`src/inc/bfdm_pkg.sv`:
```
`default_nettype none
package bfdm_pkg;
    // Operation codes presented on the op port
    typedef enum logic [4:0] {
        IDLE_CYCLE_OP = 5'h00,
        IO_BIT_CLEAR_OP = 5'h01,
        IO_BIT_SET_OP = 5'h02,
        BIT_TO_TFLAG_OP = 5'h03,
        TFLAG_TO_BIT_OP = 5'h04,
        FLAG_SET_OP = 5'h05,
        FLAG_CLEAR_OP = 5'h06,
        REGISTER_COPY_OP = 5'h07,
        IMMEDIATE_LOAD_OP = 5'h08,
        INDIRECT_LOAD_OP = 5'h09,
        INDIRECT_LOAD_INC_OP = 5'h0A,
        INDIRECT_LOAD_DEC_OP = 5'h0B,
        INDIRECT_WRITE_OP = 5'h0C,
        INDIRECT_WRITE_INC_OP = 5'h0D,
        INDIRECT_WRITE_DEC_OP = 5'h0E,
        DIRECT_LOAD_OP = 5'h0F,
        DIRECT_WRITE_OP = 5'h10,
        IO_READ_OP = 5'h11,
        IO_WRITE_OP = 5'h12,
        STACK_SAVE_OP = 5'h13,
        STACK_RESTORE_OP = 5'h14,
        DEBUG_HALT_OP = 5'h15,
        LOW_POWER_OP = 5'h16,
        WATCHDOG_RESTART_OP = 5'h17
    } bfdm_op_type;

    // Sequencer states for multi-cycle operations
    typedef enum logic [2:0] {
        S_IDLE = 3'h0,
        S_HOLD = 3'h1,
        S_PREDEC_LOAD = 3'h2,
        S_PREDEC_WRITE = 3'h3,
        S_RESTORE_READ = 3'h4
    } bfdm_state_type;

    // Status flag bit positions
    localparam logic [2:0] FLAG_C_POS = 3'h0;
    localparam logic [2:0] FLAG_Z_POS = 3'h1;
    localparam logic [2:0] FLAG_N_POS = 3'h2;
    localparam logic [2:0] FLAG_V_POS = 3'h3;
    localparam logic [2:0] FLAG_S_POS = 3'h4;
    localparam logic [2:0] FLAG_H_POS = 3'h5;
    localparam logic [2:0] FLAG_T_POS = 3'h6;
    localparam logic [2:0] FLAG_I_POS = 3'h7;

    // Pointer pair low-byte register indices
    localparam logic [3:0] PTR_X_LO_IDX = 4'hA;
    localparam logic [3:0] PTR_Y_LO_IDX = 4'hC;
    localparam logic [3:0] PTR_Z_LO_IDX = 4'hE;

    // Values after reset
    localparam logic [7:0] FLAGS_RESET = 8'h00;
    localparam logic [7:0] REG_RESET = 8'h00;
    localparam logic [15:0] STACK_RESET = 16'h00FF;
    localparam int REG_COUNT = 16;
endpackage
`default_nettype wire

```
`src/rtl/bfdm_flags.sv`:
```
`timescale 1ns/1ps
`default_nettype none
module bfdm_flags
    import bfdm_pkg::*;
(
    input wire logic clk,
    input wire logic rst,
    input wire logic en,
    input wire logic set_en,
    input wire logic clr_en,
    input wire logic [2:0] sel,
    input wire logic t_we,
    input wire logic t_val,
    output logic [7:0] flags
);
    // One status bit per slice; only the selected bit, or the T bit on t_we, may move
    for (genvar i = 0; i < 8; i++) begin : g_flag
        always_ff @(posedge clk) begin
            if (rst) begin
                flags[i] <= FLAGS_RESET[i];
            end else if (en && (set_en || clr_en) && sel == 3'(i)) begin
                if (set_en) begin
                    flags[i] <= 1'b1; // [RL5]
                end else if (clr_en) begin
                    flags[i] <= 1'b0; // [RL5]
                end
            end else if (en && t_we && FLAG_T_POS == 3'(i)) begin
                flags[i] <= t_val; // [RL3]
            end
        end
    end

    a_flag_single: assert property (@(posedge clk) disable iff (rst) // [RL5]
        en && (set_en || clr_en) |=> flags == ($past(set_en) ? ($past(flags) | (8'h01 << $past(sel)))
            : ($past(flags) & ~(8'h01 << $past(sel)))))
        else $error("flag set/clear touched the wrong bits");
endmodule
`default_nettype wire

```
`src/rtl/bfdm_exec.sv`:
```
// Overview of operation
// RL1: I/O bit clear, one cycle, flags kept
// RL2: I/O bit set, one cycle, flags kept
// RL3: Register bit copied into T flag
// RL4: T flag written into register bit
// RL5: Single flag set or clear, one cycle
// RL6: Indirect load; post-increment form takes two
// RL7: Pre-decrement load: decrement, then read, three
// RL8: Indirect store, post-increment too, one cycle
// RL9: Pre-decrement store: decrement, then write, two
// RL10: Direct load from constant address, one cycle
// RL11: Direct store to constant address, one cycle
// RL12: I/O read and write, one cycle each
// RL13: Stack save takes two cycles, flags kept
// RL14: Stack restore takes two cycles, flags kept
// RL15: Control operations one cycle, flags untouched
// RL16: Copy and immediate load, one cycle
// RL17: Pointer update wraps, no flag change
`timescale 1ns/1ps
`default_nettype none
module bfdm_exec
    import bfdm_pkg::*;
(
    input wire logic CORE_CLK,
    input wire logic SYS_RST,
    input wire logic CLK_EN,
    input wire logic OP_VALID,
    input wire bfdm_pkg::bfdm_op_type OP_CODE,
    input wire logic [3:0] OP_RD,
    input wire logic [3:0] OP_RR,
    input wire logic [2:0] OP_BIT,
    input wire logic [7:0] OP_IMM,
    input wire logic [15:0] OP_ADDR,
    input wire logic [1:0] OP_PTR,
    output logic OP_READY,
    output logic [15:0] DMEM_ADDR,
    output logic [7:0] DMEM_WDATA,
    output logic DMEM_WE,
    output logic DMEM_RE,
    input wire logic [7:0] DMEM_RDATA,
    output logic [5:0] IO_ADDR,
    output logic [7:0] IO_WDATA,
    output logic IO_WE,
    output logic IO_RE,
    input wire logic [7:0] IO_RDATA,
    output logic [7:0] IO_BIT_MASK,
    output logic IO_BIT_CLR,
    output logic IO_BIT_SET,
    output logic [7:0] FLAGS,
    output logic [15:0] STACK_PTR,
    output logic BREAK_REQ,
    output logic SLEEP_REQ,
    output logic WDOG_KICK,
    input wire logic [3:0] DBG_SEL,
    output logic [7:0] DBG_DATA
);
    import bfdm_pkg::*;

    logic [7:0] regs [REG_COUNT];
    bfdm_state_type state, next_state;
    logic accept;
    logic wb_pend, wb_from_io;
    logic [3:0] wb_idx, held_rd, held_lo;
    logic [7:0] held_data, wb_data;
    logic [3:0] ptr_lo, ptr_hi, dec_lo;
    logic [15:0] ptr_cur, ptr_held;
    logic op_we, ptr_we, rd_go, rd_io, mw_go, io_w_go, io_clr, io_set;
    logic t_we, f_set, f_clr, sp_inc, sp_dec;
    logic [3:0] op_idx, rd_dst;
    logic [7:0] op_wdata, mw_data, rr_val;
    logic [15:0] ptr_wval, rd_addr, mw_addr;

    assign accept = CLK_EN && OP_VALID && OP_READY;
    assign wb_data = wb_from_io ? IO_RDATA : DMEM_RDATA;

    // Register read with bypass of the load landing this cycle
    function automatic logic [7:0] reg_val(input logic [3:0] idx);
        reg_val = (wb_pend && wb_idx == idx) ? wb_data : regs[idx];
    endfunction

    // Pointer pair selection
    always_comb begin
        unique case (OP_PTR)
            2'h0: ptr_lo = PTR_X_LO_IDX;
            2'h1: ptr_lo = PTR_Y_LO_IDX;
            default: ptr_lo = PTR_Z_LO_IDX;
        endcase
    end
    assign ptr_hi = ptr_lo | 4'h1;
    assign dec_lo = held_lo | 4'h1;
    assign ptr_cur = {reg_val(ptr_hi), reg_val(ptr_lo)};
    assign ptr_held = {reg_val(dec_lo), reg_val(held_lo)};
    assign rr_val = reg_val(OP_RR);

    // Sequencing of multi-cycle operations
    always_comb begin
        next_state = S_IDLE;
        unique case (state)
            S_IDLE: begin
                if (accept) begin
                    case (OP_CODE)
                        INDIRECT_LOAD_INC_OP, STACK_SAVE_OP: next_state = S_HOLD; // [RL6] [RL13]
                        INDIRECT_LOAD_DEC_OP: next_state = S_PREDEC_LOAD; // [RL7]
                        INDIRECT_WRITE_DEC_OP: next_state = S_PREDEC_WRITE; // [RL9]
                        STACK_RESTORE_OP: next_state = S_RESTORE_READ; // [RL14]
                        default: next_state = S_IDLE;
                    endcase
                end
            end
            S_PREDEC_LOAD: next_state = S_HOLD;
            S_HOLD, S_PREDEC_WRITE, S_RESTORE_READ: next_state = S_IDLE;
            default: next_state = S_IDLE;
        endcase
    end

    // Operation decode into register, memory and flag actions
    always_comb begin
        op_we = 1'b0; op_idx = OP_RD; op_wdata = OP_IMM;
        ptr_we = 1'b0; ptr_wval = ptr_cur + 16'h0001;
        rd_go = 1'b0; rd_io = 1'b0; rd_dst = OP_RD; rd_addr = ptr_cur;
        mw_go = 1'b0; mw_addr = ptr_cur; mw_data = rr_val;
        io_w_go = 1'b0; io_clr = 1'b0; io_set = 1'b0;
        t_we = 1'b0; f_set = 1'b0; f_clr = 1'b0; sp_inc = 1'b0; sp_dec = 1'b0;
        if (accept) begin
            case (OP_CODE)
                IO_BIT_CLEAR_OP: io_clr = 1'b1; // [RL1]
                IO_BIT_SET_OP: io_set = 1'b1; // [RL2]
                BIT_TO_TFLAG_OP: t_we = 1'b1; // [RL3]
                TFLAG_TO_BIT_OP: begin
                    op_we = 1'b1; // [RL4]
                    op_wdata = reg_val(OP_RD);
                    op_wdata[OP_BIT] = FLAGS[FLAG_T_POS];
                end
                FLAG_SET_OP: f_set = 1'b1; // [RL5]
                FLAG_CLEAR_OP: f_clr = 1'b1; // [RL5]
                REGISTER_COPY_OP: begin
                    op_we = 1'b1; // [RL16]
                    op_wdata = rr_val;
                end
                IMMEDIATE_LOAD_OP: op_we = 1'b1; // [RL16]
                INDIRECT_LOAD_OP: rd_go = 1'b1; // [RL6]
                INDIRECT_LOAD_INC_OP: begin
                    rd_go = 1'b1; // [RL6]
                    ptr_we = 1'b1; // [RL17]
                end
                INDIRECT_LOAD_DEC_OP, INDIRECT_WRITE_DEC_OP: begin
                    ptr_we = 1'b1; // [RL7] [RL9]
                    ptr_wval = ptr_cur - 16'h0001; // [RL17]
                end
                INDIRECT_WRITE_OP: mw_go = 1'b1; // [RL8]
                INDIRECT_WRITE_INC_OP: begin
                    mw_go = 1'b1; // [RL8]
                    ptr_we = 1'b1; // [RL17]
                end
                DIRECT_LOAD_OP: begin
                    rd_go = 1'b1; // [RL10]
                    rd_addr = OP_ADDR;
                end
                DIRECT_WRITE_OP: begin
                    mw_go = 1'b1; // [RL11]
                    mw_addr = OP_ADDR;
                end
                IO_READ_OP: begin
                    rd_go = 1'b1; // [RL12]
                    rd_io = 1'b1;
                end
                IO_WRITE_OP: io_w_go = 1'b1; // [RL12]
                STACK_SAVE_OP: begin
                    mw_go = 1'b1; // [RL13]
                    mw_addr = STACK_PTR;
                    sp_dec = 1'b1;
                end
                STACK_RESTORE_OP: sp_inc = 1'b1; // [RL14]
                default: op_we = 1'b0;
            endcase
        end else if (CLK_EN && state == S_PREDEC_LOAD) begin
            rd_go = 1'b1; // [RL7]
            rd_dst = held_rd;
            rd_addr = ptr_held;
        end else if (CLK_EN && state == S_RESTORE_READ) begin
            rd_go = 1'b1; // [RL14]
            rd_dst = held_rd;
            rd_addr = STACK_PTR;
        end else if (CLK_EN && state == S_PREDEC_WRITE) begin
            mw_go = 1'b1; // [RL9]
            mw_addr = ptr_held;
            mw_data = held_data;
        end
    end

    // Sequencer state and ready
    always_ff @(posedge CORE_CLK) begin
        if (SYS_RST) begin
            state <= S_IDLE;
            OP_READY <= 1'b1;
        end else if (CLK_EN) begin
            state <= next_state;
            OP_READY <= (next_state == S_IDLE);
        end
    end

    // Operands kept for the later steps
    always_ff @(posedge CORE_CLK) begin
        if (SYS_RST) begin
            held_rd <= 4'h0;
            held_lo <= 4'h0;
            held_data <= 8'h00;
        end else if (accept) begin
            held_rd <= OP_RD;
            held_lo <= ptr_lo;
            held_data <= rr_val;
        end
    end

    // Working register file; newest write wins
    always_ff @(posedge CORE_CLK) begin
        if (SYS_RST) begin
            for (int i = 0; i < REG_COUNT; i++) regs[i] <= REG_RESET;
        end else if (CLK_EN) begin
            for (int i = 0; i < REG_COUNT; i++) begin
                if (op_we && op_idx == 4'(i)) begin
                    regs[i] <= op_wdata; // [RL4] [RL16]
                end else if (ptr_we && ptr_lo == 4'(i)) begin
                    regs[i] <= ptr_wval[7:0]; // [RL17]
                end else if (ptr_we && ptr_hi == 4'(i)) begin
                    regs[i] <= ptr_wval[15:8]; // [RL17]
                end else if (wb_pend && wb_idx == 4'(i)) begin
                    regs[i] <= wb_data; // [RL10] [RL12]
                end
            end
        end
    end

    // Load data lands one edge after the read strobe
    always_ff @(posedge CORE_CLK) begin
        if (SYS_RST) begin
            wb_pend <= 1'b0;
            wb_idx <= 4'h0;
            wb_from_io <= 1'b0;
        end else if (CLK_EN) begin
            wb_pend <= rd_go;
            wb_idx <= rd_dst;
            wb_from_io <= rd_io;
        end
    end

    // Data memory port
    always_ff @(posedge CORE_CLK) begin
        if (SYS_RST) begin
            DMEM_ADDR <= 16'h0000;
            DMEM_WDATA <= 8'h00;
            DMEM_WE <= 1'b0;
            DMEM_RE <= 1'b0;
        end else if (CLK_EN) begin
            DMEM_WE <= mw_go;
            DMEM_RE <= rd_go && !rd_io;
            DMEM_WDATA <= mw_data;
            DMEM_ADDR <= mw_go ? mw_addr : rd_addr;
        end
    end

    // I/O space port, bit operations done by the addressed register
    always_ff @(posedge CORE_CLK) begin
        if (SYS_RST) begin
            IO_ADDR <= 6'h00;
            IO_WDATA <= 8'h00;
            IO_WE <= 1'b0;
            IO_RE <= 1'b0;
            IO_BIT_MASK <= 8'h00;
            IO_BIT_CLR <= 1'b0;
            IO_BIT_SET <= 1'b0;
        end else if (CLK_EN) begin
            IO_WE <= io_w_go; // [RL12]
            IO_RE <= rd_go && rd_io; // [RL12]
            IO_BIT_CLR <= io_clr; // [RL1]
            IO_BIT_SET <= io_set; // [RL2]
            if (accept) begin
                IO_ADDR <= OP_ADDR[5:0];
                IO_WDATA <= rr_val;
                IO_BIT_MASK <= 8'h01 << OP_BIT;
            end
        end
    end

    // Stack pointer: post-decrement on save, pre-increment on restore
    always_ff @(posedge CORE_CLK) begin
        if (SYS_RST) begin
            STACK_PTR <= STACK_RESET;
        end else if (CLK_EN && sp_dec) begin
            STACK_PTR <= STACK_PTR - 16'h0001; // [RL13]
        end else if (CLK_EN && sp_inc) begin
            STACK_PTR <= STACK_PTR + 16'h0001; // [RL14]
        end
    end

    // Control requests to other units, one-cycle pulses
    always_ff @(posedge CORE_CLK) begin
        if (SYS_RST) begin
            BREAK_REQ <= 1'b0;
            SLEEP_REQ <= 1'b0;
            WDOG_KICK <= 1'b0;
        end else if (CLK_EN) begin
            BREAK_REQ <= accept && OP_CODE == DEBUG_HALT_OP; // [RL15]
            SLEEP_REQ <= accept && OP_CODE == LOW_POWER_OP; // [RL15]
            WDOG_KICK <= accept && OP_CODE == WATCHDOG_RESTART_OP; // [RL15]
        end
    end

    // Register observation port
    always_ff @(posedge CORE_CLK) begin
        if (SYS_RST) begin
            DBG_DATA <= 8'h00;
        end else if (CLK_EN) begin
            DBG_DATA <= regs[DBG_SEL];
        end
    end

    // Status flags
    bfdm_flags u_flags (
        .clk(CORE_CLK),
        .rst(SYS_RST),
        .en(CLK_EN),
        .set_en(f_set),
        .clr_en(f_clr),
        .sel(OP_BIT),
        .t_we(t_we),
        .t_val(rr_val[OP_BIT]),
        .flags(FLAGS)
    );

    a_bit_clear_io: assert property (@(posedge CORE_CLK) disable iff (SYS_RST) // [RL1]
        accept && OP_CODE == IO_BIT_CLEAR_OP |=> IO_BIT_CLR && !IO_BIT_SET && OP_READY
            && IO_BIT_MASK == (8'h01 << $past(OP_BIT)) && $stable(FLAGS))
        else $error("io bit clear wrong");
    a_bit_set_io: assert property (@(posedge CORE_CLK) disable iff (SYS_RST) // [RL2]
        accept && OP_CODE == IO_BIT_SET_OP |=> IO_BIT_SET && !IO_BIT_CLR && OP_READY
            && IO_ADDR == $past(OP_ADDR[5:0]) && $stable(FLAGS))
        else $error("io bit set wrong");
    a_tflag_copy: assert property (@(posedge CORE_CLK) disable iff (SYS_RST) // [RL3]
        accept && OP_CODE == BIT_TO_TFLAG_OP |=> FLAGS[FLAG_T_POS] == $past(rr_val[OP_BIT]))
        else $error("T flag not loaded from register bit");
    a_tflag_write: assert property (@(posedge CORE_CLK) disable iff (SYS_RST) // [RL4]
        accept && OP_CODE == TFLAG_TO_BIT_OP |=> regs[$past(OP_RD)] == $past(op_wdata)
            && regs[$past(OP_RD)][$past(OP_BIT)] == $past(FLAGS[FLAG_T_POS]) && $stable(FLAGS))
        else $error("T flag not written to register bit");
    a_load_inc: assert property (@(posedge CORE_CLK) disable iff (SYS_RST || !CLK_EN) // [RL6]
        accept && OP_CODE == INDIRECT_LOAD_INC_OP |=> DMEM_RE && DMEM_ADDR == $past(ptr_cur)
            && !OP_READY ##1 OP_READY)
        else $error("post-increment load timing wrong");
    a_load_dec: assert property (@(posedge CORE_CLK) disable iff (SYS_RST || !CLK_EN) // [RL7]
        accept && OP_CODE == INDIRECT_LOAD_DEC_OP |=> !DMEM_RE && !OP_READY
            ##1 DMEM_RE && DMEM_ADDR == $past(ptr_cur, 2) - 16'h0001 && !OP_READY ##1 OP_READY)
        else $error("pre-decrement load order wrong");
    a_write_dec: assert property (@(posedge CORE_CLK) disable iff (SYS_RST || !CLK_EN) // [RL9]
        accept && OP_CODE == INDIRECT_WRITE_DEC_OP |=> !DMEM_WE && !OP_READY
            ##1 DMEM_WE && OP_READY && DMEM_ADDR == $past(ptr_cur, 2) - 16'h0001)
        else $error("pre-decrement store order wrong");
    a_direct_write: assert property (@(posedge CORE_CLK) disable iff (SYS_RST) // [RL11]
        accept && OP_CODE == DIRECT_WRITE_OP |=> DMEM_WE && OP_READY
            && DMEM_ADDR == $past(OP_ADDR) && DMEM_WDATA == $past(rr_val))
        else $error("direct store wrong");
    a_stack_save: assert property (@(posedge CORE_CLK) disable iff (SYS_RST || !CLK_EN) // [RL13]
        accept && OP_CODE == STACK_SAVE_OP |=> DMEM_WE && DMEM_ADDR == $past(STACK_PTR)
            && STACK_PTR == $past(STACK_PTR) - 16'h0001 && !OP_READY ##1 OP_READY && $stable(FLAGS))
        else $error("stack save wrong");
    a_control_single: assert property (@(posedge CORE_CLK) disable iff (SYS_RST) // [RL15]
        accept && (OP_CODE == LOW_POWER_OP || OP_CODE == DEBUG_HALT_OP || OP_CODE == IDLE_CYCLE_OP
            || OP_CODE == WATCHDOG_RESTART_OP) |=> OP_READY && $stable(FLAGS))
        else $error("control operation not single cycle");
endmodule
`default_nettype wire

```
`config.mk`:
```
export PLATFORM = sky130hd
export DESIGN_NAME = bfdm_exec
export DESIGN_NICKNAME = d
export VERILOG_FILES = /design/src/inc/bfdm_pkg.sv /design/src/rtl/bfdm_flags.sv /design/src/rtl/bfdm_exec.sv
export SDC_FILE = /design/constraint.sdc
export NUM_CORES = 1
export LEC_CHECK = 0
export ABC_CLOCK_PERIOD_IN_PS = 5500
export BUFFER_PORTS_ARGS = -buffer_cell sky130_fd_sc_hd__buf_2
export CAP_MARGIN = 20
export CELL_PAD_IN_SITES_DETAIL_PLACEMENT = 0
export CELL_PAD_IN_SITES_GLOBAL_PLACEMENT = 1
export CORE_ASPECT_RATIO = 2
export CORE_MARGIN = 2
export CORE_UTILIZATION = 48
export CTS_CLUSTER_DIAMETER = 60
export CTS_CLUSTER_SIZE = 24
export DETAILED_ROUTE_END_ITERATION = 6
export GPL_TIMING_DRIVEN = 0
export PLACE_DENSITY = 0.79
export SYNTH_ARGS = -nofsm -noshare
export SYNTH_HDL_FRONTEND = slang
export SYNTH_HIERARCHICAL = 1
export SYNTH_SLANG_ARGS = --single-unit
```
`constraint.sdc`:
```
create_clock -name CORE_CLK -period 5.5 [get_ports CORE_CLK]
set_clock_uncertainty 0.1 [all_clocks]
set_input_delay 0.275 -clock CORE_CLK [delete_from_list [all_inputs] [get_ports CORE_CLK]]
set_output_delay 0.275 -clock CORE_CLK [all_outputs]
set_load 0.05 [all_outputs]
```
# After elaboration in Yosys (flattened, before gate mapping)
# Memory sizes are Yosys's and may differ from the RTL's. A register that Yosys moved wholly into a read port is not among the register bits.
# Cells that the tools add are included.
[word_totals]
reg_bits = 105
mem_bits_rw = 128
out_inout_bits = 88
mem_count = 1
input_bits = 66
romBits = 0
latch_bits = 0
[mem_list]
columns = ["memory", "words", "word_bits", "rd", "rd_ports_with_merged_regs", "wr", "line", "rtl"]
rows = [
  ["regs", 16, 8, 7, 3, 16, "bfdm_exec.sv:59", "logic [7:0] regs [REG_COUNT];"],
]
[op_classes]
shifts = 1
n_addsub = 4
n_mul = 0
reduce_logical = 115
magnitude_cmp = 2
div_mod_pow = 0
bitwise_logic = 57
eq_ne = 93
n_mux = 440
[op_table]
columns = ["operator", "n"]
rows = [
  ["8-bit two-way mux", 69],
  ["1-bit two-way mux", 342],
  ["16-bit two-way mux", 13],
  ["4-bit equality test (second input constant)", 24],
  ["1-bit logical AND", 86],
  ["1-bit bitwise OR", 57],
  ["4-bit by 3-bit equality test with 1-bit output (second input constant)", 12],
  ["5-bit by 4-bit equality test with 1-bit output (second input constant)", 8],
  ["5-bit equality test (second input constant)", 8],
  ["16-bit by 1-bit adder with 16-bit output (second input constant)", 2],
  ["16-bit one-hot mux with 2 select lines", 1],
  ["16-bit by 1-bit subtractor with 16-bit output (second input constant)", 2],
  ["4-bit two-way mux", 7],
  ["3-bit equality test (second input constant)", 9],
  ["4-bit by 2-bit equality test with 1-bit output (second input constant)", 6],
  ["4-bit equality test", 6],
  ["5-bit by 3-bit equality test with 1-bit output (second input constant)", 4],
  ["3-bit by 2-bit equality test with 1-bit output (second input constant)", 6],
  ["2-bit AND reduction", 9],
  ["4-bit logical NOT", 4],
  ["8-bit one-hot mux with 2 select lines", 1],
  ["4-bit by 1-bit equality test with 1-bit output (second input constant)", 3],
  ["3-bit logical NOT", 4],
  ["3-bit one-hot mux with 2 select lines", 2],
  ["20 further kinds", 27],
]

# Logic depth before layout (Yosys ltp)
# Gate-level depths: netlist of run 1.
[logic_depth]
depth_word = 13
mapped_depth = 16
ltp_nobuf = 15

# Cells and area by module
# Netlist of run 1, hierarchy kept.
[modules_own_cells]
columns = ["mod", "n_inst", "seq_area_each_um2", "cells_per_inst", "area_per_inst_um2"]
rows = [
  ["bfdm_exec", 1, 5985.7, 1774, 17692.0],
  ["bfdm_flags", 1, 160.2, 41, 399.1],
]

# Worst setup path after synthesis of run 1
# OpenSTA, ideal clock, no wires.
[synth_path]
path_kind = "register to register"
startpoint = "register OP_READY"
endpoint = "register STACK_PTR[14]"
arrival_time_ns = 4.041
path_slack_ns = 1.296
synth_period_minus_slack_ns = 4.204
stages_incl_launch_ff = 15
t_required_ns = 5.337
path_buffers = 1
path_cell_list = "dfxtp_1 -> and3_1 -> clkbuf_1 -> nand2_1 -> clkinv_1 -> ha_1 -> nor2b_1 -> o21ai_0 -> a21boi_0 -> o41ai_1 -> o21ai_0 -> o41ai_1 -> o211ai_1 -> or4b_2 -> nand3_1"
[synth_between]
elab_chain_len = 4
[synth_lines]
columns = ["element", "line", "rtl"]
rows = [
  ["from (decl)", "bfdm_exec.sv:35", "output logic OP_READY,"],
  ["from (signal assigned)", "bfdm_exec.sv:198", "OP_READY <= (next_state == S_IDLE);"],
  ["1-bit logical AND (*)", "bfdm_exec.sv:73", "assign accept = CLK_EN && OP_VALID && OP_READY;"],
  ["1-bit two-way mux", "bfdm_exec.sv:124", "if (accept) begin"],
  ["1-bit logical AND (on tied branches)", "bfdm_exec.sv:289, bfdm_exec.sv:291", ""],
  ["16-bit two-way mux or 2-bit nonzero test (tied branches)", "-", ""],
  ["to (signal assigned)", "bfdm_exec.sv:290", "STACK_PTR <= STACK_PTR - 16'h0001;"],
  ["to (signal assigned)", "bfdm_exec.sv:292", "STACK_PTR <= STACK_PTR + 16'h0001;"],
  ["to (decl)", "bfdm_exec.sv:50", "output logic [15:0] STACK_PTR,"],
]
# Mark *: on every way between the ends. The rest lies on a longest branch, timed or not.
# A chain may end at the register's enable or synchronous reset.

# Worst setup path after layout of run 1
# Same ends and word-level chain as after synthesis.

==> results of run 1 <==
worst register-to-register path, stage by stage, from the launching register on:
cell	delay, ns
dfxtp_1	0.38
and3_1	0.16
clkbuf_1	0.51
nand2_1	0.37
clkinv_2	0.42
ha_1	0.35
nor2b_1	0.17
o21ai_0	0.21
a21boi_0	0.20
o41ai_1	0.44
o21ai_0	0.25
o41ai_1	0.72
o211ai_1	0.22
or4b_2	0.64
nand3_1	0.10
placed cells by master (no fill, tap or decap), types with 8 or more instances in the layout:
cell	n
a211oi_1	43
a211o_1	12
o21a_1	25
nor4_1	9
nor2_1	197
clkbuf_1	116
and3_1	14
o21ai_1	17
nand3b_1	19
nand3_1	30
a221oi_1	8
a31oi_1	10
xor2_1	12
a21oi_1	115
o21ai_0	71
o211ai_1	8
buf_4	12
edfxtp_1	128
nor3_1	40
dlygate4sd3_1	11
clkbuf_16	19
nand2b_1	26
dfxtp_1	115
a22o_1	8
mux4_2	153
ha_1	16
or3_1	14
buf_1	25
inv_1	21
buf_2	161
xnor2_1	20
nand2_1	152
nor2b_1	14
mux2i_1	85
o22ai_1	97
a22oi_1	28
mux2_2	27
metal layers:
metal / part of all wire (%) / vias up / GRT usage (%) / wire length [µm]
li1: - / 7502 / - / -
met1: 27 / 8705 / 42.0 / 25700
met2: 49 / 1535 / 79.9 / 46000
met3: 8.8 / 638 / 11.8 / 8260
met4: 15 / 2 / 54.1 / 13800
met5: 0.014 / - / 0 / 13
worst min-delay path by stage:
| stage | slack, ns | end | cells after the start |
|---|---|---|---|
| final | 0.03 | u_flags/flags[3]$_SDFFE_PP0P_ | 4 |
| after detailed placement | 0.35 | IO_ADDR[0]$_SDFFE_PP0P_ | 2 |
| after global placement | 0.34 | held_rd[1]$_SDFFE_PP0P_ | 2 |
| after CTS | 0.05 | u_flags/flags[3]$_SDFFE_PP0P_ | 4 |
| after global routing | 0.09 | u_flags/flags[3]$_SDFFE_PP0P_ | 4 |
| after floorplan | 0.25 | u_flags/flags[6]$_SDFFE_PP0P_ | 1 |
flip-flops by register name, indices dropped and copies added, names as in the netlist, 3 cells and up, named ones only:
| signal | cells |
|---|---|
| regs | 128 |
| DMEM_ADDR | 16 |
| STACK_PTR | 16 |
| DBG_DATA | 8 |
| DMEM_WDATA | 8 |
| IO_BIT_MASK | 8 |
| IO_WDATA | 8 |
| held_data | 8 |
| u_flags/flags | 8 |
| IO_ADDR | 6 |
| held_rd | 4 |
| wb_idx | 4 |
| held_lo | 3 |
| state | 3 |
repair_timing:
action	in CTS	in global routing
resized for setup	1	0
buffers inserted	0	0
setup endpoints to repair	1	0
hold buffers	11	0
hold endpoints to repair	9	0
power groups by stage:
stage | clock network (W) | registers, W | logic, W
global route | 0.00163 | 0.00209 | 0.00123
CTS | 0.00157 | 0.00207 | 0.00114
floorplan | 0 | 0.00217 | 0.000632
finish | 0.00159 | 0.00208 | 0.00120
detailed placement | 0 | 0.00211 | 0.00113
global placement | 0 | 0.00211 | 0.00112
through the flow:
stage,area [µm²],instances
3_3_place_gp,19400,2420
6_report,20400,2482
2_1_floorplan,18100,1815
5_1_grt,20400,2481
4_1_cts,20300,2476
3_5_place_dp,19500,2432
layout make-up:
cell class / count / area share [%]
multi-input combinational: 1392 / 55.3
sequential: 243 / 30.2
timing repair buffer: 174 / 4.82
buffer: 157 / 3.09
tap: 459 / 2.82
clock buffer: 19 / 2.34
clock inverter: 14 / 0.971
inverter: 23 / 0.430
antenna: 1 / 0.0123
logic make-up (layout without fill, tap and decap cells):
logic type                 after synthesis  in the layout  share of synthesized area (%)
adders and majority gates               17             17                           1.22
other                                    0              1                              0
buffers and inverters                  180            387                           3.96
xor gates and xnor gates                33             33                           1.64
AOI/OAI and AO/OA                      511            511                           18.7
and+or+nand+nor                        563            563                           14.8
muxes                                  268            268                           25.7
DFF                                    243            243                           34.0
==> flow_results.org, run 1 <==
** Critical path
- Critical path start-end classification :: register to register
- The worst register-to-register path begins at OP_READY$_SDFFE_PP1P_.
- The signal on the critical path passes through and3_1, clkbuf_1, nand2_1, clkinv_2, ha_1, nor2b_1, o21ai_0, a21boi_0, o41ai_1, o21ai_0, o41ai_1, o211ai_1, or4b_2, nand3_1.
- Crit path buf inv count :: 2
- Of all nets on the critical path, the largest fanout is 23.
- Reg2reg setup slack :: 0.20 ns
- Instance count on the critical path :: 14
- Crit path launch type :: register
- Signal arrival time at the worst endpoint :: 5.71 ns
- Length in cells of the worst reg-to-reg path :: 14
- Maximum cell stage delay along the critical path :: 0.72 ns
- CP max-delay cell :: o41ai_1
- Cell family with the largest share of critical-path delay :: compound AO/OA/AOI/OAI gates
- Critical path destination :: STACK_PTR[14]$_SDFFE_PP0P_
- Worst reg2reg path endpoint :: STACK_PTR[14]$_SDFFE_PP0P_
- The worst setup path is captured at a register.
- Critical path origin :: OP_READY$_SDFFE_PP1P_
- Worst path required time :: 5.91 ns

** Final layout
- For this run, the post-layout net count is 2093.
- FILL cells :: 3374
- Of the cells placed in the final design, the portion with a size suffix greater than 1 is 21.1%.
- Compared with the post-synthesis result, the final layout area differs by 12.5%.
- Post-layout util :: 54.8%
- Flip-flop and latch area :: 6150 µm²
- Area taken by multi-input logic gates :: 11300 µm²

** Power and ir drop
- Sw frac :: 35.7%
- The completed layout was analyzed and its total power is 0.00488 W.
- Power spent charging and discharging nets :: 0.00174 W
- Across the VDD grid, the largest voltage drop is 0.323 mV.
- The analysis attributes to cell leakage a power of 7.30 nW.
- Ratio of total power to cell area :: 240 nW/µm²
- Internal Pwr Total :: 0.00313 W
- Clock Power Share :: 32.7%
- Sequential cells burn 42.7% of the power.
- Portion of total power attributed to combinational logic :: 24.6%

** Synthesis
- The Yosys step of the flow raised 6 warnings.
- Among all flip-flop cells after synthesis, the most frequent one is edfxtp_1.
- Most frequent cell after synthesis :: nor2_1
- Top cells by area, synth :: edfxtp_1 (21%), mux4_2 (19%), dfxtp_1 (13%), mux2i_1 (4.7%), nor2_1 (4.1%)
- In the synthesized netlist, the cells that appear most often are nor2_1 (197), mux4_2 (153), nand2_1 (152).
- In this run, synthesis produced a sequential element count of 243.
- Average size of a mapped cell :: 9.97 µm²
- Yosys top cell by area :: edfxtp_1
- Net count of the mapped netlist :: 1898
- Sequential cells were found to cover 34.0% of the synthesized design area.
- Cell area after technology mapping :: 18100 µm²
- The share of synthesized area in the top cell type comes to 21.2%.
- Synthesis produced a netlist whose cell count is 1815.
- In this run, distinct cell masters in the synthesized netlist total 95.
- The synthesized design contains 128 enable-type register cells.
- Proportion of register bits with asynchronous set or reset after synthesis :: 0%

** Clock network
- The clock reaches the later pin of the worst-skew pair after 0.57 ns.
- The cell sitting at the root of the clock tree is a clkbuf_16.
- TritonCTS built the clock tree.
- The longest clock path from root to sink contains 3 buffers.
- Clock-pin slew was measured on the worst setup and hold paths at 0.10 ns.
- CTS built an H-tree with a depth of 1.
- Number of clock sinks seen by CTS :: 243
- Num CTS Buffers :: 19

** Timing
- Measured against its own limit, the worst slew margin works out to 13.1%.
- Max-slew violation count :: 0
- Share of the cycle needed by the critical path after routing :: 96.4%
- For the final routed database, the setup TNS stands at 0 ns.
- Fin. Hold Viols :: 0
- The smallest clock period supported by the final layout is computed as 5.30 ns.
- Worst-margin pin slew :: 1.27 ns
- Hold timing on the final database bottoms out at a slack of 0.0347 ns.
- Crit path setup slack, layout :: 0.200 ns
- Setup violations remaining at the end of the flow were counted as 0.
- Fmax :: 189 MHz
- Setup repair after global routing left no endpoint under its margin.

** GRT
- Congestion Overflow GR :: 0
- Total GRT Usage :: 47.3%
- Via count of the first global-routing pass :: 18100
- Antenna violations before repair :: 3
- Global-route wire length before repair :: 131000 µm
- Entering global routing, the biggest net connects 25 pins.

** Route
- The count of nets left with antenna violations once routing finished came out at 0.
- Dividing the detail-routed via count by the number of cells gives 7.41.
- Final Routed Wirelength :: 93700 µm
- Initial DRT Pass Iterations :: 6
- In the routed design, unresolved DRC markers number 0.
- Via count of the routed design :: 18400
- WL per Instance :: 37.8 µm
- Initial DRC count :: 1835

** Placement
- Final weighted congestion of routability-driven global placement :: 1.10
- Final HPWL DP :: 74900 µm
- Prior to clock tree synthesis, the placed netlist has a worst setup slack of -0.309 ns.
- The count of buffers added on input and output ports is 146.

** Floorplanning
- The region available for standard cell placement spans 37200 µm².
- The floorplan step set the die height to 279 µm.
- Pin placement for this block handled 154 I/O pins.
- Initial Util :: 48.7%
- Die W :: 141 µm
- The die covers 39400 µm².
- After floorplanning, the core was divided into 100 placement rows.

** Run status
- Outcome :: complete, no violations

** Min path
- The worst hold path begins at OP_BIT[2].
- Class of the tightest hold or removal check :: primary input to register

** Flow run
- Count of max-cap constraint violations :: 0
(Power assumes the default switching activity.)
==> run 2, diff against run 1 <==
- ABC_AREA: default -> 1
- CORE_UTILIZATION: 48 -> 40
- PLACE_DENSITY: 0.79 -> 0.74
==> flow_results.org, run 2 <==
** Synthesis
- Synth top cells by count :: nand2_1 (685), o21ai_0 (385), nor2_1 (298)
- Among all flip-flop cells after synthesis, the most frequent one is edfxtp_1.
- The fraction of registers with async set or reset after synthesis came to 0% (unchanged).
- The share of the synthesized area in the top cell type was 20.1% (-1.1 points).
- Synth Area in Adders :: 1.15% (-0.065 points)
- Distinct cell type count of the synthesized netlist :: 57 (-40%)
- Most frequent cell after synthesis :: nand2_1
- Average size of a mapped cell :: 6.48 µm² (-35%)
- Main combinational cell family by area after synthesis :: simple AND/OR/NAND/NOR gates
- Share of the yosys chip area belonging to registers :: 32.2% (-1.8 points)
- Yosys attributes the largest share of cell area to edfxtp_1 (20%), nand2_1 (13%), dfxtp_1 (12%), o21ai_0 (10%), a21oi_1 (7.0%).
- The number of warnings printed during yosys synthesis was 6 (unchanged).
- The post-synthesis register bit count came to 243 (unchanged).
- Mux share of post-synthesis cell area :: 0% (-26 points)
- Synth Area in Compound Gates :: 27.3% (+8.6 points)
- Yosys top cell by area :: edfxtp_1
- Synthesized-area fraction occupied by and/or/nand/nor cells :: 29.3% (+14 points)
- Number of enable flip-flop cells after synthesis :: 128 (unchanged)
- The xor-xnor portion of the synthesized cell area is 0.871% (-0.77 points).
- The instance count of the mapped netlist came to 2947 (+62%).
- The combined area of all synthesized cells came to 19100 µm² (+5.6%).
- Net count of the mapped netlist :: 3030 (+60%)

** Clock network
- Number of clock sinks seen by CTS :: 243 (unchanged)
- Clock Tree Buf Depth :: 3 (unchanged)
- The post-cts resize count came to 0 (-1).
- The count of hold buffers inserted by post-cts repair came to 6 (-5).
- Clk Tree Root Cell :: clkbuf_16
- The number of clock buffers inserted by TritonCTS is 16 (-3).
- Number of buffers inserted by post-CTS setup repair :: 0 (unchanged)
- The depth of the CTS H-tree was 1 (unchanged).

** GRT
- Congestion Overflow GR :: 180
- Via count of the first global-routing pass :: 26000
- Pin count of the biggest net entering global routing :: 26
- Total GRT Usage :: 62.2%
- Global-route wire length before repair :: 220000 µm

** Placement
- The number of port buffers was 145 (-0.68%).
- The worst setup timing slack at the placement stage was 1.11 ns (+1.42 ns).
- The routability-driven placement congestion ratio was 1.19 (+7.5%).
- Final HPWL DP :: 103000 µm (+38%)

** Floorplanning
- The number of top-level design ports came to 154 (unchanged).
- The number of rows created at floorplan was 113 (+13%).
- The initial standard-cell utilization of the core came to 40.3% (-8.3 points).
- Die W :: 159 µm (+12%)
- Overall die height :: 313 µm (+12%)

** Run status
- The flow did not finish.
- It got as far as global routing (5_1_grt) and failed there.
- Halt Reason :: [ERROR GRT-0116] Global routing finished with congestion. Check the congestion regions in the DRC Viewer.
==> run 2: cell types whose count changed after synthesis, sizes merged, moves of 52 or more <==
cell	before	now
nand2	153	706
o21ai	89	413
inv	22	244
nand3	30	235
a21oi	115	278
mux4	153	0
nor2	198	317
mux2i	85	0
o211ai	9	81
o22ai	97	45
==> run 2: cell families after synthesis <==
logic type,Yosys count
compound gates,916
xor+xnor,19
fa+ha+maj,17
buf+inv,441
flops,243
simple gates,1311
==> run 2: layer usage <==
layer / GRT overflow / global-route usage [%]
met1: 2 / 61.6
met2: 98 / 85.5
met3: 8 / 36.4
met4: 72 / 65.8
met5: 0 / 2.33
==> run 2: stage by stage <==
stage	hold WS (ns)	instance area [µm²]	std cells
4_1_cts	0.0306	21200	3763
3_5_place_dp	0.345	20700	3729
3_3_place_gp	0.336	20600	3724
2_1_floorplan	0.320	19100	2947
==> run 3, diff against run 2 <==
- CELL_PAD_IN_SITES_DETAIL_PLACEMENT: 0 -> default
- CELL_PAD_IN_SITES_GLOBAL_PLACEMENT: 1 -> default
- CORE_ASPECT_RATIO: 2 -> default
- CORE_UTILIZATION: 40 -> 25
- CTS_CLUSTER_DIAMETER: 60 -> default
- CTS_CLUSTER_SIZE: 24 -> default
- PLACE_DENSITY: 0.74 -> default
- PLACE_DENSITY_LB_ADDON: default -> 0.15
==> flow_results.org, run 3 <==
** Critical path
- For the worst setup path, the data required time is 5.90 ns.
- Crit path buf inv count :: 6
- Endpoint kind of the worst setup timing path :: register
- The worst setup path is launched from a register.
- Data on the critical path arrives at its endpoint at 4.80 ns.
- On the worst path, the slowest cell contributes a delay of 0.74 ns.
- Broken down by cell family, the worst path's largest delay share belongs to buffers and inverters.
- Of all nets on the critical path, the largest fanout is 10.
- Traced cell by cell, the critical path runs through nand3_1, inv_1, buf_2, buf_1, clkbuf_1, buf_1, nand2_1, nor2_1, nor2_2, nor2_4, buf_6, nand3_1, nand2_1, nor2_1.
- Critical path start-end classification :: register to register
- For this design, the slowest cell found on the critical path is clkbuf_1.

** Synthesis
- Cell area after technology mapping :: 19100 µm² (unchanged)
- Yosys reg bits :: 243 (unchanged)
- The synthesized area divided by synthesized cell count came to 6.48 µm² (unchanged).
- In the post-synthesis netlist, the biggest area contributors are edfxtp_1 (20%), nand2_1 (13%), dfxtp_1 (12%), o21ai_0 (10%), a21oi_1 (7.0%).
- Sorting the synthesized cells by how often they occur yields nand2_1 (685), o21ai_0 (385), nor2_1 (298).
- The count of cell types in the netlist was 57 (unchanged).
- Share of the yosys chip area belonging to registers :: 32.2% (unchanged)
- Proportion of register bits with asynchronous set or reset after synthesis :: 0% (unchanged)
- Most frequent cell after synthesis :: nand2_1
- The synthesized net count was 3030 (unchanged).
- Yosys top cell by area :: edfxtp_1
- Fraction of synthesized cell area taken by the top area cell type :: 20.1% (unchanged)
- Total of warnings raised by yosys :: 6 (unchanged)
- The number of enable flip-flop cells after synthesis was 128 (unchanged).
- The instance count of the mapped netlist was 2947 (unchanged).
- Primary flip-flop cell chosen by synthesis mapping :: edfxtp_1

** Final layout
- Most used cells in the layout excluding fill and tap cells :: nand2_1 (685), o21ai_0 (384), nor2_1 (297)
- Proportion of layout cells with a drive suffix above 1 :: 10.7%
- At the end of the flow the core is filled with cells to 29.5%.
- Largest registers :: regs x128, DMEM_ADDR x16, STACK_PTR x16
- Number of nets in the layout :: 3228
- Leading cell type in the layout, fill and taps excluded :: nand2_1
- Syn-to-layout area delta :: 17.0%
- The register with the most flip-flops in the final layout is regs.
- After routing the design area is 22300 µm².
- Number of flip-flops under the largest register name :: 128

** GRT
- Global-route wire length before repair :: 168000 µm
- Congestion Overflow GR :: 0
- Pin count of the biggest net entering global routing :: 19
- Via count of the first global-routing pass :: 21500
- The initial antenna violation count is 5.
- Total GRT Usage :: 29.9%

** Clock network
- The clock sink total is 243 (unchanged).
- CTS HTree Levels :: 1 (unchanged)
- TritonCTS built the clock tree.
- The number of clock buffers inserted by TritonCTS is 31 (+15).
- Clock latency on the worst-skew pair, taken at its later pin, is 0.61 ns.
- The maximum clock path buffer count is 3 (unchanged).
- CTS clock-pin slew for the worst setup and hold paths :: 0.06 ns
- Clk Tree Root Cell :: clkbuf_16

** Power and ir drop
- Ratio of total power to cell area :: 257 nW/µm²
- Of the total power, registers draw 37.3%.
- Internal Pwr Total :: 0.00362 W
- For this design the total switching power over the nets is 0.00211 W.
- Combinational logic is responsible for 24.1% of the overall power.
- Clock Power Share :: 38.6%
- For this design the static power due to leakage is 9.03 nW.
- Sw frac :: 36.9%
- Worst voltage drop across the vdd grid :: 0.237 mV

** Route
- DRC violation count after routing :: 0
- Using the TritonRoute via totals, the vias-per-cell ratio works out to 5.72.
- In this run the remaining antenna-violating nets after routing total 0.
- Via count of the routed design :: 23700
- Initial DRT Pass Iterations :: 7
- WL per Instance :: 29.3 µm
- After the first detailed-routing iteration, the DRC count stood at 3324.
- Final Routed Wirelength :: 121000 µm

** Floorplanning
- The die extent in y was 280 µm (-10%).
- After floorplanning, the core was sized to cover 75800 µm².
- Die W :: 280 µm (+77%)
- Initial Util :: 25.2% (-15 points)
- I/O Pins :: 154 (unchanged)
- The die covers 78600 µm².
- Number of rows created at floorplan :: 101 (-11%)

** Timing
- Worst-margin pin slew :: 1.12 ns
- Max-slew violation count :: 0
- Crit path setup slack, layout :: 1.10 ns
- Max-slew headroom :: 25.1%
- Final hold analysis gives a worst-case slack of 0.0245 ns.
- Final period demand of the worst path :: 4.40 ns
- Share of the cycle needed by the critical path after routing :: 80.0%
- The number of hold violations in the final report is 0.
- Setup violations remaining at the end of the flow were counted as 0.
- Derived from the worst setup path, the maximum achievable clock frequency is 227 MHz.
- Aggregate negative setup slack :: 0 ns
- Setup repair after global routing left no endpoint under its margin.

** Placement
- The total cell area at the placement stage was 21100 µm² (+2.2%).
- Final HPWL DP :: 95000 µm (-8.2%)
- Post-placement worst setup slack :: 1.19 ns (+0.0832 ns)
- IO Port Bufs :: 145 (unchanged)
- The routability-driven placement congestion ratio is 1.06 (-10%).

** Run status
- Outcome :: complete, no violations

** Min path
- Class of the tightest hold or removal check :: primary input to register

** Flow run
- Max-cap violations in this run came to 0.
run 3: worst reg2reg max path: stages, from the launching register on:
cell and delay, ns:
dfxtp_1 0.41, nand3_1 0.42, inv_1 0.18, buf_2 0.26, buf_1 0.54, clkbuf_1 0.74, buf_1 0.56, nand2_1 0.15
nor2_1 0.31, nor2_2 0.11, nor2_4 0.17, buf_6 0.17, nand3_1 0.08, nand2_1 0.06, nor2_1 0.04
run 3: area by class of cell:
type                    count  area (µm²)
clock inverters            18         211
inverters                 250         946
flip-flops and latches    243        6150
well taps                 978        1220
multi-input cells        2263       11200
fillers                  8461       53500
plain buffers             191         811
repair buffers            165         933
clock buffers              39         867
diodes                      2        5.00
run 3: timing repair:
item | CTS | global route
hold endpoints to repair | 15 | 0
resized for setup | 0 | 0
setup buffers | 0 | 0
hold buffers | 14 | 0
setup endpoints to repair | 0 | 0
run 3: path summary, 6_finish.rpt:
kind	start	end	slack, ns	depth (start not counted)
max reg2reg	OP_READY$_SDFFE_PP1P_	u_flags/flags[0]$_SDFFE_PP0P_	1.10	14
max	OP_READY$_SDFFE_PP1P_	u_flags/flags[0]$_SDFFE_PP0P_	1.10	14
min	SYS_RST	u_flags/flags[3]$_SDFFE_PP0P_	0.02	4
min reg2reg	held_rd[0]$_SDFFE_PP0P_	held_rd[0]$_SDFFE_PP0P_	0.35	2
run 3: power by group through the flow:
stage,clock network (W),registers (W),logic [W]
5_1_grt,0.00230,0.00213,0.00144
6_report,0.00222,0.00214,0.00138
4_1_cts,0.00224,0.00212,0.00134
2_1_floorplan,0,0.00218,0.000682
3_3_place_gp,0,0.00216,0.00134
3_5_place_dp,0,0.00216,0.00132
run 3: metrics by stage:
stage                     cells  total power, W
after detailed placement   4075         0.00349
after global placement     4070         0.00350
final                      4149         0.00574
after CTS                  4146         0.00570
after global routing       4149         0.00588
after floorplan            2947         0.00286
run 3: cell families (layout without fill, tap and decap cells):
family                   count (synthesis)  in the layout  share of synthesized area [%]
AO/OA/AOI/OAI                          916            916                           27.3
XOR/XNOR                                19             19                          0.871
adder cells (fa/ha/maj)                 17             17                           1.15
buffers and inverters                  441            663                           9.19
flip-flops                             243            243                           32.2
other                                    0              2                              0
AND/OR/NAND/NOR                       1311           1311                           29.3
run 3: routing by layer:
| metal | vias up | track usage, % | wire length [µm] |
|---|---|---|---|
| met1 | 11500 | 42.2 | 52200 |
| met4 | 2 | 12.1 | 5370 |
| met5 | - | 0 | 8 |
| met2 | 1472 | 44.0 | 51100 |
| met3 | 245 | 6.10 | 12800 |
| li1 | 10600 | - | - |
